<file path="src/hw/sirq_pkg.sv">
package sirq_pkg;

  // ===========================================================
  // register map (printed offsets are indices, byte addr = 4x)
  // ===========================================================
  localparam logic [7:0] SIRQ_IDX_CTRL = 8'h03;
  localparam logic [7:0] SIRQ_IDX_FLAGS = 8'h04;
  localparam logic [7:0] SIRQ_IDX_MGMT = 8'h05;
  localparam logic [7:0] SIRQ_IDX_RING = 8'h07;
  localparam logic [7:0] SIRQ_IDX_PINS = 8'h08;
  localparam int SIRQ_SOCK_STRIDE = 16;

  // ===========================================================
  // reset values
  // ===========================================================
  localparam logic [7:0] SIRQ_CTRL_RST = 8'h00;
  localparam logic [7:0] SIRQ_MGMT_RST = 8'h00;
  localparam logic [3:0] SIRQ_FLAGS_RST = 4'h0;

  // ===========================================================
  // field positions
  // ===========================================================
  localparam int SIRQ_CTRL_ROUTE_LSB = 0;
  localparam int SIRQ_CTRL_REDIR = 4;
  localparam int SIRQ_CTRL_IO = 5;
  localparam int SIRQ_CTRL_RSTDEASSERT = 6;
  localparam int SIRQ_CTRL_RINGSEL = 7;
  localparam int SIRQ_MGMT_ROUTE_LSB = 4;
  localparam int SIRQ_FLAG_BATTDEAD = 0;
  localparam int SIRQ_FLAG_BATTWARN = 1;
  localparam int SIRQ_FLAG_READY = 2;
  localparam int SIRQ_FLAG_DETECT = 3;

  // ===========================================================
  // axi responses
  // ===========================================================
  localparam logic [1:0] SIRQ_RESP_OKAY = 2'b00;
  localparam logic [1:0] SIRQ_RESP_SLVERR = 2'b10;

  // synchronised socket pins of one socket
  typedef struct packed {
    logic ready_or_card_irq_pin;
    logic battery_dead_status_pin;
    logic battery_warning_pin;
    logic insert_detect_1;
    logic insert_detect_2;
  } sirq_pins_t;

endpackage

</file>
<file path="src/hw/sirq_socket_irq_status_change.sv">
// Decided for this implementation: the AXI4-Lite register port.
`timescale 1ns/100ps
// Functional notes
// RULE_01 - route card irq by 4-bit code
// RULE_02 - redirect bit sends mgmt irq to host_interrupt_line
// RULE_03 - io select chooses memory or io
// RULE_04 - reset-deassert bit sets reset level, ata inverts
// RULE_05 - reset output floats without output enable
// RULE_06 - ring select makes status pin ring
// RULE_07 - ring plus irq15 control drives irq15
// RULE_08 - ring select ignored in memory mode
// RULE_09 - memory mode: battery-dead falling edge sets
// RULE_10 - io mode: any status edge sets
// RULE_11 - io mode detection ignores ring select
// RULE_12 - memory mode: warning falling edge sets
// RULE_13 - ready edge sets; reads zero in io
// RULE_14 - either detect pin change sets
// RULE_15 - flag register read clears flags
// RULE_16 - enable bit gates each flag interrupt
// RULE_17 - upper flag bits zero; resets zero
// RULE_18 - mgmt route uses same code map
// RULE_19 - enable bits ordered dead,warn,ready,detect
// RULE_20 - sync inputs, per-socket copies, set wins
module sirq_socket_irq_status_change #(
  parameter int N_SOCK = 2 // number of sockets
) (
  input wire logic core_clk, // 200 MHz clock
  input wire logic reset_n, // async reset, active low
  input wire logic [11:0] s_axi_awaddr, // write address
  input wire logic s_axi_awvalid, // write address valid
  output logic s_axi_awready, // write address ready
  input wire logic [31:0] s_axi_wdata, // write data
  input wire logic [3:0] s_axi_wstrb, // write strobes
  input wire logic s_axi_wvalid, // write data valid
  output logic s_axi_wready, // write data ready
  output logic [1:0] s_axi_bresp, // write response
  output logic s_axi_bvalid, // write response valid
  input wire logic s_axi_bready, // write response ready
  input wire logic [11:0] s_axi_araddr, // read address
  input wire logic s_axi_arvalid, // read address valid
  output logic s_axi_arready, // read address ready
  output logic [31:0] s_axi_rdata, // read data
  output logic [1:0] s_axi_rresp, // read response
  output logic s_axi_rvalid, // read valid
  input wire logic s_axi_rready, // read ready
  input wire sirq_pkg::sirq_pins_t [N_SOCK-1:0] sock_pins, // socket pins
  input wire logic [N_SOCK-1:0] ata_mode, // socket in ata mode
  input wire logic [N_SOCK-1:0] output_drive_en, // socket output enable
  output logic [N_SOCK-1:0] card_reset_o, // card reset level
  output logic [N_SOCK-1:0] card_reset_oe, // card reset drive enable
  output logic [N_SOCK-1:0] dual_pins_io_mode, // dual pins in io mode
  output logic [15:0] host_irq, // isa irq lines 0..15
  output logic host_interrupt_line // management interrupt line
);
  import sirq_pkg::*;

  // ===========================================================
  // helpers
  // ===========================================================
  // one-hot irq line for a route code; reserved codes give none
  function automatic logic [15:0] irq_decode(input logic [3:0] code);
    logic [15:0] v;
    v = 16'h0000;
    unique case (code)
      4'h3, 4'h4, 4'h5, 4'h7, 4'h9, 4'ha, 4'hb, 4'hc, 4'he,
      4'hf: v[code] = 1'b1;
      default: v = 16'h0000;
    endcase
    return v;
  endfunction

  function automatic logic [7:0] idx_of(input logic [11:0] addr);
    return {4'h0, addr[5:2]};
  endfunction

  function automatic int sock_of(input logic [11:0] addr);
    return int'(addr[11:6]);
  endfunction

  // ===========================================================
  // input synchronisers
  // ===========================================================
  sirq_pins_t [N_SOCK-1:0] pin_s1_q;
  sirq_pins_t [N_SOCK-1:0] pin_s2_q;
  sirq_pins_t [N_SOCK-1:0] pin_prev_q;

  // RULE_20 two-flop sync
  always_ff @(posedge core_clk or negedge reset_n) begin
    if (!reset_n) begin
      pin_s1_q <= '0;
      pin_s2_q <= '0;
      pin_prev_q <= '0;
    end else begin
      pin_s1_q <= sock_pins;
      pin_s2_q <= pin_s1_q;
      pin_prev_q <= pin_s2_q;
    end
  end

  // level inputs from outside the clock domain, two flops each
  logic [N_SOCK-1:0] ata_s1_q;
  logic [N_SOCK-1:0] ata_s2_q;
  logic [N_SOCK-1:0] drive_s1_q;
  logic [N_SOCK-1:0] drive_s2_q;
  always_ff @(posedge core_clk or negedge reset_n) begin
    if (!reset_n) begin
      ata_s1_q <= '0;
      ata_s2_q <= '0;
      drive_s1_q <= '0;
      drive_s2_q <= '0;
    end else begin
      ata_s1_q <= ata_mode;
      ata_s2_q <= ata_s1_q;
      drive_s1_q <= output_drive_en;
      drive_s2_q <= drive_s1_q;
    end
  end

  logic [1:0] prime_q;
  // compare only once s1, s2 and prev all hold real samples,
  // so reset values of the pipeline never look like an edge
  always_ff @(posedge core_clk or negedge reset_n) begin
    if (!reset_n) begin
      prime_q <= 2'h0;
    end else if (prime_q != 2'h3) begin
      prime_q <= prime_q + 2'h1;
    end
  end

  // ===========================================================
  // registers per socket
  // ===========================================================
  logic [N_SOCK-1:0][7:0] ctrl_q;
  logic [N_SOCK-1:0][7:0] mgmt_q;
  logic [N_SOCK-1:0] ring_irq15_q;
  logic [N_SOCK-1:0][3:0] flags_q;

  // ===========================================================
  // axi4-lite slave
  // ===========================================================
  logic aw_full_q;
  logic w_full_q;
  logic [11:0] aw_addr_q;
  logic [31:0] w_data_q;
  logic [3:0] w_strb_q;
  logic bvalid_q;
  logic [1:0] bresp_q;
  logic rvalid_q;
  logic [31:0] rdata_q;
  logic [1:0] rresp_q;
  logic wr_go;
  logic rd_go;

  assign s_axi_awready = !aw_full_q && !bvalid_q;
  assign s_axi_wready = !w_full_q && !bvalid_q;
  assign s_axi_arready = !rvalid_q;
  assign wr_go = aw_full_q && w_full_q && !bvalid_q;
  assign rd_go = s_axi_arvalid && s_axi_arready;
  assign s_axi_bvalid = bvalid_q;
  assign s_axi_bresp = bresp_q;
  assign s_axi_rvalid = rvalid_q;
  assign s_axi_rdata = rdata_q;
  assign s_axi_rresp = rresp_q;

  always_ff @(posedge core_clk or negedge reset_n) begin
    if (!reset_n) begin
      aw_full_q <= 1'b0;
      aw_addr_q <= 12'h000;
    end else if (s_axi_awvalid && s_axi_awready) begin
      aw_full_q <= 1'b1;
      aw_addr_q <= s_axi_awaddr;
    end else if (wr_go) begin
      aw_full_q <= 1'b0;
    end
  end

  always_ff @(posedge core_clk or negedge reset_n) begin
    if (!reset_n) begin
      w_full_q <= 1'b0;
      w_data_q <= 32'h0000_0000;
      w_strb_q <= 4'h0;
    end else if (s_axi_wvalid && s_axi_wready) begin
      w_full_q <= 1'b1;
      w_data_q <= s_axi_wdata;
      w_strb_q <= s_axi_wstrb;
    end else if (wr_go) begin
      w_full_q <= 1'b0;
    end
  end

  logic wr_hit;
  always_comb begin
    wr_hit = (sock_of(aw_addr_q) < N_SOCK) &&
             ((idx_of(aw_addr_q) == SIRQ_IDX_CTRL) ||
              (idx_of(aw_addr_q) == SIRQ_IDX_MGMT) ||
              (idx_of(aw_addr_q) == SIRQ_IDX_RING) ||
              (idx_of(aw_addr_q) == SIRQ_IDX_FLAGS) ||
              (idx_of(aw_addr_q) == SIRQ_IDX_PINS));
  end

  always_ff @(posedge core_clk or negedge reset_n) begin
    if (!reset_n) begin
      bvalid_q <= 1'b0;
      bresp_q <= SIRQ_RESP_OKAY;
    end else if (wr_go) begin
      bvalid_q <= 1'b1;
      bresp_q <= wr_hit ? SIRQ_RESP_OKAY : SIRQ_RESP_SLVERR;
    end else if (s_axi_bready) begin
      bvalid_q <= 1'b0;
    end
  end

  // register writes; flag and pin words are read only
  always_ff @(posedge core_clk or negedge reset_n) begin
    if (!reset_n) begin
      ctrl_q <= {N_SOCK{SIRQ_CTRL_RST}};
      mgmt_q <= {N_SOCK{SIRQ_MGMT_RST}};
      ring_irq15_q <= '0;
    end else if (wr_go && w_strb_q[0]) begin
      for (int s = 0; s < N_SOCK; s++) begin
        if (sock_of(aw_addr_q) == s) begin
          if (idx_of(aw_addr_q) == SIRQ_IDX_CTRL) begin
            ctrl_q[s] <= w_data_q[7:0];
          end
          if (idx_of(aw_addr_q) == SIRQ_IDX_MGMT) begin
            mgmt_q[s] <= w_data_q[7:0];
          end
          if (idx_of(aw_addr_q) == SIRQ_IDX_RING) begin
            ring_irq15_q[s] <= w_data_q[0];
          end
        end
      end
    end
  end

  logic [31:0] rd_mux;
  logic rd_hit;
  always_comb begin
    rd_mux = 32'h0000_0000;
    rd_hit = 1'b0;
    for (int s = 0; s < N_SOCK; s++) begin
      if (sock_of(s_axi_araddr) == s) begin
        rd_hit = 1'b1;
        unique case (idx_of(s_axi_araddr))
          SIRQ_IDX_CTRL: rd_mux = {24'h0, ctrl_q[s]};
          // RULE_17 upper bits zero
          // RULE_13 ready change reads zero in io mode
          SIRQ_IDX_FLAGS: rd_mux = {28'h0, flags_q[s] &
            ~{1'b0, ctrl_q[s][SIRQ_CTRL_IO], 2'b00}};
          SIRQ_IDX_MGMT: rd_mux = {24'h0, mgmt_q[s]};
          SIRQ_IDX_RING: rd_mux = {31'h0, ring_irq15_q[s]};
          SIRQ_IDX_PINS: rd_mux = {27'h0, pin_s2_q[s]};
          default: rd_hit = 1'b0;
        endcase
      end
    end
  end

  always_ff @(posedge core_clk or negedge reset_n) begin
    if (!reset_n) begin
      rvalid_q <= 1'b0;
      rdata_q <= 32'h0000_0000;
      rresp_q <= SIRQ_RESP_OKAY;
    end else if (rd_go) begin
      rvalid_q <= 1'b1;
      rdata_q <= rd_mux;
      rresp_q <= rd_hit ? SIRQ_RESP_OKAY : SIRQ_RESP_SLVERR;
    end else if (s_axi_rready) begin
      rvalid_q <= 1'b0;
    end
  end

  // ===========================================================
  // status change detection
  // ===========================================================
  logic [N_SOCK-1:0][3:0] flag_set;
  logic [N_SOCK-1:0] flag_rd;
  always_comb begin
    for (int s = 0; s < N_SOCK; s++) begin
      flag_rd[s] = rd_go && (sock_of(s_axi_araddr) == s) &&
                   (idx_of(s_axi_araddr) == SIRQ_IDX_FLAGS);
      flag_set[s] = 4'h0;
      if (prime_q == 2'h3) begin
        if (ctrl_q[s][SIRQ_CTRL_IO]) begin
          // RULE_10 any edge in io mode
          // RULE_11 ring select not consulted
          flag_set[s][SIRQ_FLAG_BATTDEAD] =
            pin_s2_q[s].battery_dead_status_pin ^
            pin_prev_q[s].battery_dead_status_pin;
        end else begin
          // RULE_09 falling edge battery dead
          flag_set[s][SIRQ_FLAG_BATTDEAD] =
            !pin_s2_q[s].battery_dead_status_pin &&
            pin_prev_q[s].battery_dead_status_pin;
          // RULE_12 falling edge battery warning
          flag_set[s][SIRQ_FLAG_BATTWARN] =
            !pin_s2_q[s].battery_warning_pin &&
            pin_prev_q[s].battery_warning_pin;
          // RULE_13 ready edge, memory mode only
          flag_set[s][SIRQ_FLAG_READY] =
            pin_s2_q[s].ready_or_card_irq_pin ^
            pin_prev_q[s].ready_or_card_irq_pin;
        end
        // RULE_14 either detect pin
        flag_set[s][SIRQ_FLAG_DETECT] =
          (pin_s2_q[s].insert_detect_1 ^ pin_prev_q[s].insert_detect_1) ||
          (pin_s2_q[s].insert_detect_2 ^ pin_prev_q[s].insert_detect_2);
      end
    end
  end

  // RULE_20 per-socket flags, set beats clear
  always_ff @(posedge core_clk or negedge reset_n) begin
    if (!reset_n) begin
      flags_q <= {N_SOCK{SIRQ_FLAGS_RST}};
    end else begin
      for (int s = 0; s < N_SOCK; s++) begin
        // RULE_15 read clears
        flags_q[s] <= (flag_rd[s] ? 4'h0 : flags_q[s]) | flag_set[s];
      end
    end
  end

  // ===========================================================
  // outputs
  // ===========================================================
  logic [N_SOCK-1:0] mgmt_req;
  logic [N_SOCK-1:0] ring_on;
  logic [15:0] irq_d;
  logic host_interrupt_line_d;
  always_comb begin
    irq_d = 16'h0000;
    host_interrupt_line_d = 1'b0;
    for (int s = 0; s < N_SOCK; s++) begin
      // RULE_16 enable gating
      // RULE_19 enable bit order matches flags
      mgmt_req[s] = |(flags_q[s] & mgmt_q[s][3:0]);
      // RULE_01 card irq route
      if (ctrl_q[s][SIRQ_CTRL_IO] &&
          !pin_s2_q[s].ready_or_card_irq_pin) begin
        irq_d = irq_d | irq_decode(ctrl_q[s][3:0]);
      end
      // RULE_02 redirect to host_interrupt_line line
      if (mgmt_req[s] && ctrl_q[s][SIRQ_CTRL_REDIR]) begin
        host_interrupt_line_d = 1'b1;
      end else if (mgmt_req[s]) begin
        // RULE_18 same map for mgmt route
        irq_d = irq_d | irq_decode(mgmt_q[s][7:4]);
      end
      // RULE_06 ring role of status pin
      // RULE_08 only in io mode
      // RULE_07 ring drives irq15
      ring_on[s] = ctrl_q[s][SIRQ_CTRL_RINGSEL] &&
                   ctrl_q[s][SIRQ_CTRL_IO] && ring_irq15_q[s];
      if (ring_on[s] && !pin_s2_q[s].battery_dead_status_pin) begin
        irq_d[15] = 1'b1;
      end
    end
  end

  always_ff @(posedge core_clk or negedge reset_n) begin
    if (!reset_n) begin
      host_irq <= 16'h0000;
      host_interrupt_line <= 1'b0;
      card_reset_o <= '0;
      card_reset_oe <= '0;
      dual_pins_io_mode <= '0;
    end else begin
      host_irq <= irq_d;
      host_interrupt_line <= host_interrupt_line_d;
      for (int s = 0; s < N_SOCK; s++) begin
        // RULE_04 reset level, inverted in ata
        card_reset_o[s] <= !ctrl_q[s][SIRQ_CTRL_RSTDEASSERT] ^ ata_s2_q[s];
        // RULE_05 float without output enable
        card_reset_oe[s] <= drive_s2_q[s];
        // RULE_03 memory or io pin use
        dual_pins_io_mode[s] <= ctrl_q[s][SIRQ_CTRL_IO];
      end
    end
  end

endmodule

</file>
<file path="config.mk">
export PLATFORM = sky130hd
export DESIGN_NAME = sirq_socket_irq_status_change
export DESIGN_NICKNAME = d
export VERILOG_FILES = /design/src/hw/sirq_pkg.sv /design/src/hw/sirq_socket_irq_status_change.sv
export SDC_FILE = /design/constraint.sdc
export NUM_CORES = 1
export LEC_CHECK = 0
export ABC_AREA = 1
export BUFFER_PORTS_ARGS = -buffer_cell sky130_fd_sc_hd__buf_2
export CORE_MARGIN = 2
export CORE_UTILIZATION = 35
export DETAILED_ROUTE_END_ITERATION = 7
export PLACE_DENSITY = 0.64
export REMOVE_ABC_BUFFERS = 1
export SYNTH_ARGS = -nofsm -noshare
export SYNTH_HDL_FRONTEND = slang
export SYNTH_SLANG_ARGS = --single-unit
</file>
<file path="constraint.sdc">
create_clock -name core_clk -period 1.5 [get_ports core_clk]
set_clock_uncertainty 0.1 [all_clocks]
set_input_delay 0.15 -clock core_clk [delete_from_list [all_inputs] [get_ports core_clk]]
set_output_delay 0.15 -clock core_clk [all_outputs]
set_load 0.01 [all_outputs]
</file>
## Word-level counts from Yosys, hierarchy flattened

Index checks and enable logic that the tools add are counted.
W data, S select, Z words.

| word-level totals | value |
|---|---|
| memory bits (writable) | 0 |
| ROM bits | 0 |
| bits of input ports | 81 |
| register bits | 166 |
| output and inout port bits | 64 |
| memories | 0 |
| latch bits | 0 |

| operators by class | value |
|---|---|
| divide/modulo/power cells | 0 |
| multiply operators | 0 |
| order comparisons | 9 |
| bitwise operators | 21 |
| mux-type cells | 51 |
| eq/ne operators | 54 |
| add/sub/neg operators | 1 |
| shift operators | 0 |
| reductions and logical operators | 68 |

Operators by type and width:

| operator | number |
|---|---|
| $mux W16 | 15 |
| $pmux W32 S5 | 1 |
| $eq A4 B4 Y1 const B | 26 |
| $eq A4 B3 Y1 const B | 18 |
| $or A16 B16 Y16 | 3 |
| $pmux W8 S5 | 1 |
| $reduce_or A10 Y1 | 4 |
| $mux W32 | 1 |
| $logic_and A1 B1 Y1 | 31 |
| $eq A4 B2 Y1 const B | 6 |
| $lt A4 B5 Y1 const B | 4 |
| $mux W1 | 20 |
| $reduce_and A3 Y1 | 6 |
| $and A4 B4 Y4 | 4 |
| $demux W1 S4 | 4 |
| $ge A4 B1 Y1 const B | 4 |
| $mux W4 | 4 |
| $eq A6 B2 Y1 const B | 2 |
| $logic_not A1 Y1 | 12 |
| $logic_not A6 Y1 | 2 |
| $xor A1 B1 Y1 | 10 |
| $mux W2 | 4 |
| $mux W8 | 1 |
| $not A3 Y4 | 2 |
| other kinds (9) | 19 |

## Logic depth before layout (Yosys ltp)

Gate-level depths: netlist of the first run.

| depth | value |
|---|---|
| depth in word-level cells | 17 |
| gate-level depth with buffers | 10 |
| depth with buffers taken out | 10 |

## Worst setup path after synthesis of the first run

No wires, ideal clock.

| path | value |
|---|---|
| kind | register to register |
| start point | register bvalid_q (netlist: s_axi_bvalid) |
| end point | register mgmt_q[5] in the netlist's numbering |
| setup time | 0.120 ns |
| stages on the path, launching flop included | 8 |
| path buffers | 1 |
| arrival | 1.305 ns |
| data required time | 1.280 ns |
| period minus slack after synthesis | 1.525 ns |
| slack | -0.025 ns |
| path through | dfrtp_1 -> nor3_4 -> nand2_4 -> nor2_4 -> nand2_2 -> buf_6 -> nand2_1 -> o21ai_2 |

| on the way | value |
|---|---|
| cells in the longest elaborated chain, start to end | 4 |

Ends and longest elaborated chain:

| item | RTL line | RTL |
|---|---|---|
| start: declaration | sirq_socket_irq_status_change.sv:146 | `logic bvalid_q;` |
| start signal: assignment | sirq_socket_irq_status_change.sv:203 | `bvalid_q <= 1'b0;` |
| start signal: assignment | sirq_socket_irq_status_change.sv:206 | `bvalid_q <= 1'b1;` |
| start signal: assignment | sirq_socket_irq_status_change.sv:209 | `bvalid_q <= 1'b0;` |
| $logic_not A1 Y1 | sirq_socket_irq_status_change.sv:157 | `assign wr_go = aw_full_q && w_full_q && !bvalid_q;` |
| $logic_and A1 B1 Y1 | sirq_socket_irq_status_change.sv:157 |  |
| $logic_and A1 B1 Y1 | sirq_socket_irq_status_change.sv:219 | `end else if (wr_go && w_strb_q[0]) begin` |
| $reduce_and A3 Y1 (no line) | -- |  |
| end signal: assignment | sirq_socket_irq_status_change.sv:217 | `mgmt_q <= {N_SOCK{SIRQ_MGMT_RST}};` |
| end signal: indexed assignment | sirq_socket_irq_status_change.sv:226 | `mgmt_q[s] <= w_data_q[7:0];` |
| end: declaration | sirq_socket_irq_status_change.sv:134 | `logic [N_SOCK-1:0][7:0] mgmt_q;` |

Every way passes these cells.
A chain may end at the register's enable or synchronous reset.

## Worst setup path in the final report of the first run

| path | value |
|---|---|
| start point | register aw_addr_q[11] |
| end point | register mgmt_q[1] in the netlist's numbering |

| on the way | value |
|---|---|
| cells in the longest elaborated chain, start to end | 2 |

Ends and longest elaborated chain:

| item | RTL line | RTL |
|---|---|---|
| start: declaration | sirq_socket_irq_status_change.sv:143 | `logic [11:0] aw_addr_q;` |
| start signal: assignment | sirq_socket_irq_status_change.sv:171 | `aw_addr_q <= s_axi_awaddr;` |
| $logic_not A6 Y1 | sirq_socket_irq_status_change.sv:221 | `if (sock_of(aw_addr_q) == s) begin` |
| $reduce_and A3 Y1 (no line) | -- |  |

Every way passes these cells.

==> results of run 1 <==
==> worst max-delay path, cell delays in order, from the launching register on <==
cell and delay [ps]:
dfrtp_1 370, nor2_1 110, nand4_1 130, buf_4 180, nor2_4 120, nand2_2 80, buf_12 150, nand2_1 70
o21ai_2 50
==> Yosys cell counts, drive strengths merged <==
cell type | n | area share, %
nand2 | 155 | 9.9
dfrtp | 138 | 57
inv | 75 | 4.7
o21ai | 62 | 5.6
nor2 | 61 | 4.1
nand3 | 54 | 4.5
buf | 36 | 4.5
a21oi | 23 | 1.9
nand4 | 14 | 1.5
nor3 | 9 | 1.1
o22ai | 8 | 0.83
mux2 | 5 | 0.93
xnor2 | 5 | 0.73
clkbuf | 4 | 0.25
xor2 | 4 | 0.58
ha | 3 | 0.62
o21bai | 3 | 0.37
nor3b | 2 | 0.25
clkinv | 1 | 0.062
conb | 1 | 0.062
o211ai | 1 | 0.12
o2bb2ai | 1 | 0.15
==> per-layer routing <==
layer	track usage, %	wire length (um)
met1	22.7	6820
met2	25.5	6580
met3	3.48	594
met4	7.06	343
met5	0	0
==> final cells by class <==
cell class,count,area [sq um]
Multi-Input combinational cell,442,2190
Clock buffer,22,474
Sequential cell,138,3450
Tap cell,225,282
Clock inverter,8,95.1
Timing Repair Buffer,162,1160
Inverter,76,285
Fill cell,1669,9110
==> registers in the layout (all words and copies together) (netlist names), 10 cells and up <==
register	count
ctrl_q	16
host_irq	16
mgmt_q	16
aw_addr_q	10
pin_prev_q	10
pin_s1_q	10
pin_s2_q	10
==> power breakdown <==
part           switching (uW)  leakage, uW  internal, uW  total, uW
Sequential                195      0.00169          4090       4290
Clock                    1490     0.000278          2540       4030
Combinational             943      0.00210           696       1640
Total                    2630      0.00407          7330       9960
==> repair_timing <==
action                                 4_1_cts  5_1_grt
pin swaps                                    0        3
hold buffers                                37        0
gates resized for setup                      5       19
setup endpoints to repair                   26       45
endpoints found under the hold margin      173        0
setup buffers                                0        4
==> worst paths after layout <==
| kind | from | to | slack (ps) |
|---|---|---|---|
| worst max-delay path | aw_addr_q[11]$_DFFE_PN0P_ | mgmt_q[1]$_DFFE_PN0P_ | 10 |
| worst min-delay path | s_axi_araddr[10] | s_axi_rresp[1]$_DFFE_PN0P_ | 70 |
| worst max register to register | aw_addr_q[11]$_DFFE_PN0P_ | mgmt_q[1]$_DFFE_PN0P_ | 10 |
| worst min register to register | pin_s1_q[2]$_DFF_PN0_ | pin_s2_q[2]$_DFF_PN0_ | 250 |
| max in group asynchronous | reset_n | pin_s2_q[1]$_DFF_PN0_ | 710 |
| min in group asynchronous | reset_n | w_data_q[6]$_DFFE_PN0P_ | 100 |
==> cell families after synthesis <==
| group | Yosys count | share of synthesized area, % |
|---|---|---|
| buffers and inverters | 116 | 9.50 |
| xor gates and xnor gates | 9 | 1.31 |
| adders and majority gates | 3 | 0.622 |
| and+or+nand+nor | 295 | 21.3 |
| AOI/OAI and AO/OA | 98 | 9.02 |
| other | 1 | 0.0621 |
| muxes | 5 | 0.933 |
| DFF | 138 | 57.2 |
==> stage by stage <==
| step | std cells | utilization [%] | power [uW] | instance area, sq um |
|---|---|---|---|---|
| after global placement | 1003 | 40.5 | 5710 | 6910 |
| after detailed placement | 1003 | 40.5 | 5760 | 6910 |
| final | 1073 | 46.6 | 9960 | 7950 |
| after global routing | 1073 | 46.6 | 10500 | 7950 |
| after floorplan | 656 | - | 5120 | 5860 |
| after CTS | 1070 | 46.1 | 9920 | 7870 |
==> flow_metrics.tcl, run 1 <==
set metrics [dict create \
    outcome "complete, no violations" \
    drt-total-wl_um 14300 \
    place_congestion 0.899 \
    die_w_um 135 \
    num_vias 4768 \
    grt_max_degree 38 \
    layout.nets 921 \
    hold_ws_ps 67.1 \
    crit_fanout 16 \
    viasPerCell 4.44 \
    clk_latency_ps 420 \
    antenna_found_initial 0 \
    dp_slack_ps -27.2 \
    cellPowerDensity_nw_per_um2 1250 \
    syn_area_sq_um 6030 \
    drt_iter0_drc 312 \
    yosysWarningCount 0 \
    drc_errors 0 \
    clk_pin_slew_ps 60 \
    port_buffers 87 \
    ys_seq_elements 138 \
    dieHeight_um 135 \
    required_ps 1700 \
    layout_common_cells "144 x nand2_1, 137 x dfrtp_1, 84 x buf_2, 74 x inv_1, 54 x nand3_1" \
    layout_commonest_cell "nand2_1" \
    clockBufferDepth 2 \
    critPathArrivalTime_ps 1690 \
    grt_usage_pct 16.6 \
    grt_pass1_wl_um 23100 \
    syn-mean-instance-area_sq_um 9.07 \
    pin_count 145 \
    setup.worst_path.end_class "flop" \
    rsz0062_at_grt "true" \
    first_pass_iters 5 \
    max_freq_mhz 671 \
    period_share_pct 99.4 \
    finalSetupTns_ps 0 \
    rows 48 \
    finalHoldViolCount 0 \
    area_growth_pct 31.7 \
    die_area_sq_um 18300 \
    cts-htree-levels 4 \
    wl_per_cell_um 13.4 \
    cts_buffers 17 \
    grt-ovfl-total 0 \
    initial_core_util_pct 35.4 \
    drive_gt1_share_pct 22.8 \
    place_hpwl_um 10500 \
    synthCells 665 \
    core_sq_um 17100 \
    ant_nets 0 \
    min_period_ps 1490 \
    ir_drop_mv 0.932 \
    grt_pass1_vias 4563 \
    cts_tree "built" \
    p_leak_uw 0.00407 \
    hold_depth 7 \
    clockRootBuffer "clkbuf_16" \
    reg2regPathDepth 8 \
    clock-sinks 138 \
    worst_slack_ps 9.64 \
    setup_viol 0 \
    diodes 0 \
    max_cap_viol_count 0 \
    hp-class "input port to flop" \
    crit_path_start_kind "flop" \
    synth_cell_types 33 \
    path_class "flop to flop" \
    ys_seq_area_share_pct 57.2 \
    drv_slew 0 \
]
Note: power is estimated with default switching activity, not from simulation.
==> run 2, diff against run 1 <==
Settings changed: CTS_CLUSTER_SIZE from default to 24, PLACE_DENSITY 0.64 to 0.62.
Clock period 1.5 ns to 1.8 ns, I/O delays scaled along.
==> run 2 against run 1 <==
  * First-iteration DRC count down 15%
  * Critical endpoint is now mgmt_q[11]$_DFFE_PN0P_
  * Sequential cell count unchanged
  * Non-clock buffer count down 21
  * Largest cell class unchanged
  * Largest power group unchanged
==> flow_metrics.tcl, run 2 (synthesis gave the netlist of run 1 again) <==
set metrics [dict create \
    dieHeight_um 135 \
    worst-path-buf-inv 0 \
    power_uw 8280 \
    cts-htree-levels 4 \
    holdBufCountCts 36 \
    rrSetupSlack_ps 200 \
    grt-ovfl-total 0 \
    post-cts-setup-buffer-count 0 \
    max_freq_mhz 624 \
    layout_commonest_cell "nand2_1" \
    period_share_pct 89.0 \
    grt_pass1_vias 4587 \
    area_growth_pct 28.0 \
    die_area_sq_um 18300 \
    pin_count 145 \
    drive_gt1_share_pct 19.4 \
    first_pass_iters 4 \
    max_cap_viol_count 0 \
    final_core_utilization_pct 45.3 \
    worstHoldStart "s_axi_wvalid" \
    clock-sinks 138 \
    reg2regPathDepth 6 \
    clk_latency_ps 420 \
    path_class "flop to flop" \
    initial_core_util_pct 35.4 \
    r2r_end "mgmt_q[11]$_DFFE_PN0P_" \
    critPathMaxStageDelay_ps 390 \
    post_cts_resized 0 \
    placed_cells 986 \
    cpMaxStageDelayCell "dfrtp_1" \
    place_hpwl_um 10200 \
    p_leak_uw 0.00391 \
    r2r_start "aw_addr_q[11]$_DFFE_PN0P_" \
    cpMostUsedCell "nor2_1" \
    port_buffers 87 \
    drc_errors 0 \
    outcome "complete, no violations" \
    die_w_um 135 \
    crit_fanout 16 \
    worst_slack_ps 198 \
    hold-path-endpoint "w_strb_q[0]$_DFFE_PN0P_" \
    wl_per_cell_um 13.3 \
    core_sq_um 17100 \
    grt_pass1_wl_um 22900 \
    grt_max_degree 46 \
    grt_usage_pct 16.3 \
    cts_tree "built" \
    critical-path-top-delay-family "simple AND/OR/NAND/NOR gates" \
    rows 48 \
    hold_depth 3 \
    cellPowerDensity_nw_per_um2 1070 \
    instances_no_fill 1054 \
    setup_viol 0 \
    rsz0062_at_grt "false" \
    hp-class "input port to flop" \
    ant_nets 0 \
    clockRootBuffer "clkbuf_16" \
    finalSetupTns_ps 0 \
    critPathArrivalTime_ps 1800 \
    drt_iter0_drc 266 \
    cts_buffers 17 \
    required_ps 2000 \
    layout_common_cells "150 x nand2_1, 138 x dfrtp_1, 86 x buf_2, 74 x inv_1, 57 x nor2_1" \
    crit_chain "nor2_1 -> nand4_1 -> nor2_1 -> nand2_2 -> nand2_1 -> o21ai_2" \
    crit_path_start_kind "flop" \
    antenna_found_initial 0 \
    finalHoldViolCount 0 \
    ir_drop_mv 0.743 \
    layout.nets 900 \
    drt-total-wl_um 14000 \
    drv_slew 0 \
    min_period_ps 1600 \
    reg_top3 "ctrl_q x16, host_irq x16, mgmt_q x16" \
    diodes 0 \
    num_vias 4698 \
    place_congestion 0.897 \
    clockBufferDepth 2 \
    dp_slack_ps 178 \
    clk_pin_slew_ps 60 \
    setup.worst_path.end_class "flop" \
    viasPerCell 4.46 \
]
[run 2: metal layers]
| metal | track usage (%) | vias up | part of all wire [%] |
|---|---|---|---|
| met1 | 22.1 | 2149 | 48 |
| met4 | 6.42 | 0 | 1.5 |
| li1 | - | 2400 | - |
| met5 | 0 | - | 0 |
| met2 | 25.1 | 134 | 45 |
| met3 | 4.38 | 15 | 4.8 |
[run 2: worst max path at each step]
stage	startpoint	endpoint	slack (ps)	cells past startpoint
2_1_floorplan	s_axi_bvalid$_DFFE_PN0P_	aw_addr_q[10]$_DFFE_PN0P_	240	3
3_3_place_gp	aw_addr_q[10]$_DFFE_PN0P_	mgmt_q[12]$_DFFE_PN0P_	190	6
3_5_place_dp	s_axi_araddr[4]	s_axi_rdata[6]$_DFFE_PN0P_	180	9
4_1_cts	aw_addr_q[10]$_DFFE_PN0P_	mgmt_q[11]$_DFFE_PN0P_	170	6
5_1_grt	aw_addr_q[10]$_DFFE_PN0P_	ctrl_q[0]$_DFFE_PN0P_	30	6
6_report	aw_addr_q[11]$_DFFE_PN0P_	mgmt_q[11]$_DFFE_PN0P_	200	6
[run 2: tightest hold or removal path, stage by stage]
cell	delay, ps
buf_2	90
nand2_1	90
mux2_2	150
[run 2: final cells by class]
type,count,area (sq um)
Clock buffer,22,474
Clock inverter,10,141
Fill cell,1696,9330
Inverter,76,285
Multi-Input combinational cell,442,2120
Sequential cell,138,3450
Tap cell,225,282
Timing Repair Buffer,141,962
[run 2: power breakdown]
part	internal [uW]	switching (uW)
Sequential	3410	166
Combinational	425	697
Clock	2290	1290
[run 2: stage by stage]
stage | instance area [sq um] | hold WS (ps)
after global placement | 6750 | 2.98
after floorplan | 5860 | -216
after CTS | 7720 | 15.9
after detailed placement | 6750 | 6.08
final | 7720 | 21.8
after global routing | 7720 | 43.4
==> run 3, diff against run 2 <==
Settings changed: BUFFER_PORTS_ARGS -buffer_cell sky130_fd_sc_hd__buf_2 to default, DONT_BUFFER_PORTS from default to 1, PLACE_DENSITY 0.62 to 0.55.
==> run 3 against run 2 <==
  * The flow now finishes with violations (negative hold slack)
  * Critical path depth shrank 2
  * Power up 1.6%
  * Maximum frequency down 7.9%
  * Setup slack lost 140 ps
  * Clock power is 6.4% higher
  * Via count down 2.7%
  * Sequential cell count unchanged
==> flow_metrics.tcl, run 3 (synthesis gave the netlist of run 1 again) <==
set metrics [dict create \
    outcome "finished, violations left" \
    violations "negative hold slack" \
    fill_cells 1670 \
    critical-path-top-delay-family "buffers and inverters" \
    r2r_end "w_strb_q[0]$_DFFE_PN0P_" \
    required_ps 2010 \
    layout_commonest_cell "nand2_1" \
    crit_path_start_kind "flop" \
    port_buffers 0 \
    grt_pass1_vias 4604 \
    cts_buffers 17 \
    clk_pin_slew_ps 60 \
    num_vias 4569 \
    finalHoldViolCount 138 \
    grt-ovfl-total 0 \
    period_share_pct 96.6 \
    worst-path-buf-inv 1 \
    clk_latency_ps 420 \
    ant_nets 0 \
    clockBufferDepth 2 \
    die_area_sq_um 18300 \
    cts_tree "built" \
    dieHeight_um 135 \
    layout.nets 815 \
    clock-sinks 138 \
    critPathArrivalTime_ps 1940 \
    initial_core_util_pct 35.4 \
    ir_drop_mv 0.724 \
    diodes 0 \
    pwr-share-clk_pct 45.3 \
    critPathMaxStageDelay_ps 560 \
    drc_errors 0 \
    setup.worst_path.end_class "flop" \
    core_sq_um 17100 \
    final_core_utilization_pct 42.9 \
    grt_pass1_wl_um 24200 \
    area_growth_pct 21.1 \
    drt_iter0_drc 420 \
    layout_common_cells "150 x nand2_1, 137 x dfrtp_1, 74 x inv_1, 56 x nor2_1, 54 x nand3_1" \
    min_period_ps 1740 \
    pin_count 145 \
    cts-htree-levels 4 \
    switching_share_pct 25.5 \
    setup_viol 0 \
    power_frac_comb_pct 12.0 \
    path_class "flop to flop" \
    post-cts-setup-buffer-count 0 \
    cellPowerDensity_nw_per_um2 1150 \
    p_leak_uw 0.00354 \
    clockRootBuffer "clkbuf_16" \
    hold_ws_ps -649 \
    antenna_found_initial 0 \
    hp-class "input port to async pin" \
    first_pass_iters 5 \
    grt_max_degree 139 \
    crit_fanout 5 \
    place_congestion 0.874 \
    drt-total-wl_um 14800 \
    r2r_start "s_axi_bvalid$_DFFE_PN0P_" \
    multi_input_area_sq_um 2130 \
    place_hpwl_um 10800 \
    cpMaxStageDelayCell "dlygate4sd3_1" \
    rows 48 \
    ff_latch_area_sq_um 3450 \
    viasPerCell 4.72 \
    rrSetupSlack_ps 60 \
    reg2regPathDepth 4 \
    die_w_um 135 \
    p_switching_uw 2140 \
    intPower_uw 6270 \
    grt_usage_pct 17.4 \
    dp_slack_ps 167 \
    max_freq_mhz 575 \
    crit_chain "nor2_2 -> nand2_1 -> mux2_2 -> dlygate4sd3_1" \
    rsz0062_at_grt "true" \
    max_cap_viol_count 0 \
    reg_top3 "ctrl_q x16, host_irq x16, mgmt_q x16" \
    wl_per_cell_um 15.3 \
    power_frac_seq_pct 42.7 \
    holdBufCountCts 38 \
    worst_slack_ps 60.6 \
    drive_gt1_share_pct 10.3 \
    drv_slew 0 \
]
run 3: changes by cell type in the layout (fill, tap and decap cells not counted), sizes merged:
| cell | previous run | this run |
|---|---|---|
| buf | 105 | 18 |
| clkbuf | 22 | 18 |
| inv | 75 | 78 |
| bufinv | 3 | 5 |
| clkinv | 6 | 4 |
| dlygate4sd3 | 36 | 38 |
| clkinvlp | 2 | 3 |
run 3: final cells by class:
type	count	area share, %
clock buffer	18	5.87
inverter	76	3.90
clock inverter	14	2.98
multi-input combinational	442	29.1
tap	225	3.85
timing repair buffer	56	7.05
sequential	138	47.3
run 3: worst register-to-register path, delay by kind of cell, from the launching register on:
family	cells	cell delay, ps
flops	1	470
buf+inv	1	560
mux	1	270
simple gates	2	220
run 3: worst max-delay path by stage:
stage                                    startpoint                        end  cells past startpoint  slack (ps)
after floorplan            s_axi_bvalid$_DFFE_PN0P_  aw_addr_q[10]$_DFFE_PN0P_                      3         240
after detailed placement  aw_addr_q[10]$_DFFE_PN0P_     mgmt_q[15]$_DFFE_PN0P_                      6         170
after global routing      aw_addr_q[10]$_DFFE_PN0P_      mgmt_q[5]$_DFFE_PN0P_                      6         -10
after CTS                  s_axi_bvalid$_DFFE_PN0P_    w_strb_q[0]$_DFFE_PN0P_                      4          20
final                      s_axi_bvalid$_DFFE_PN0P_    w_strb_q[0]$_DFFE_PN0P_                      4          60
after global placement    aw_addr_q[10]$_DFFE_PN0P_      mgmt_q[6]$_DFFE_PN0P_                      6         210
run 3: power groups by stage:
stage,Clock [uW],Combinational (uW),Sequential [uW]
finish,3810,1010,3590
global route,4040,1150,3630
CTS,3910,1010,3590
detailed placement,0,926,3640
global placement,0,902,3630
floorplan,0,662,3600
run 3: through the flow:
step / power (uW) / TNS (ps) / cells / area, sq um / hold slack [ps]
after floorplan: 4260 / 0 / 656 / 5860 / -216
after global placement: 4540 / 0 / 899 / 6280 / -211
after detailed placement: 4570 / 0 / 899 / 6280 / -212
after CTS: 8510 / 0 / 969 / 7310 / -669
after global routing: 8820 / -38.2 / 969 / 7310 / -673
final: 8410 / 0 / 969 / 7310 / -649
run 3: what timing repair did:
| item | 4_1_cts | 5_1_grt |
|---|---|---|
| gates resized for setup | 0 | 2 |
| endpoints found under the hold margin | 175 | 138 |
| setup endpoints to repair | 0 | 6 |
run 3: metal layers:
metal / up-vias / routed length (um) / GRT usage [%]
met4: 0 / 245 / 6.13
met5: - / 0 / 0
met2: 173 / 6660 / 26.8
met1: 2155 / 6960 / 23.8
met3: 21 / 949 / 4.90
li1: 2220 / - / -
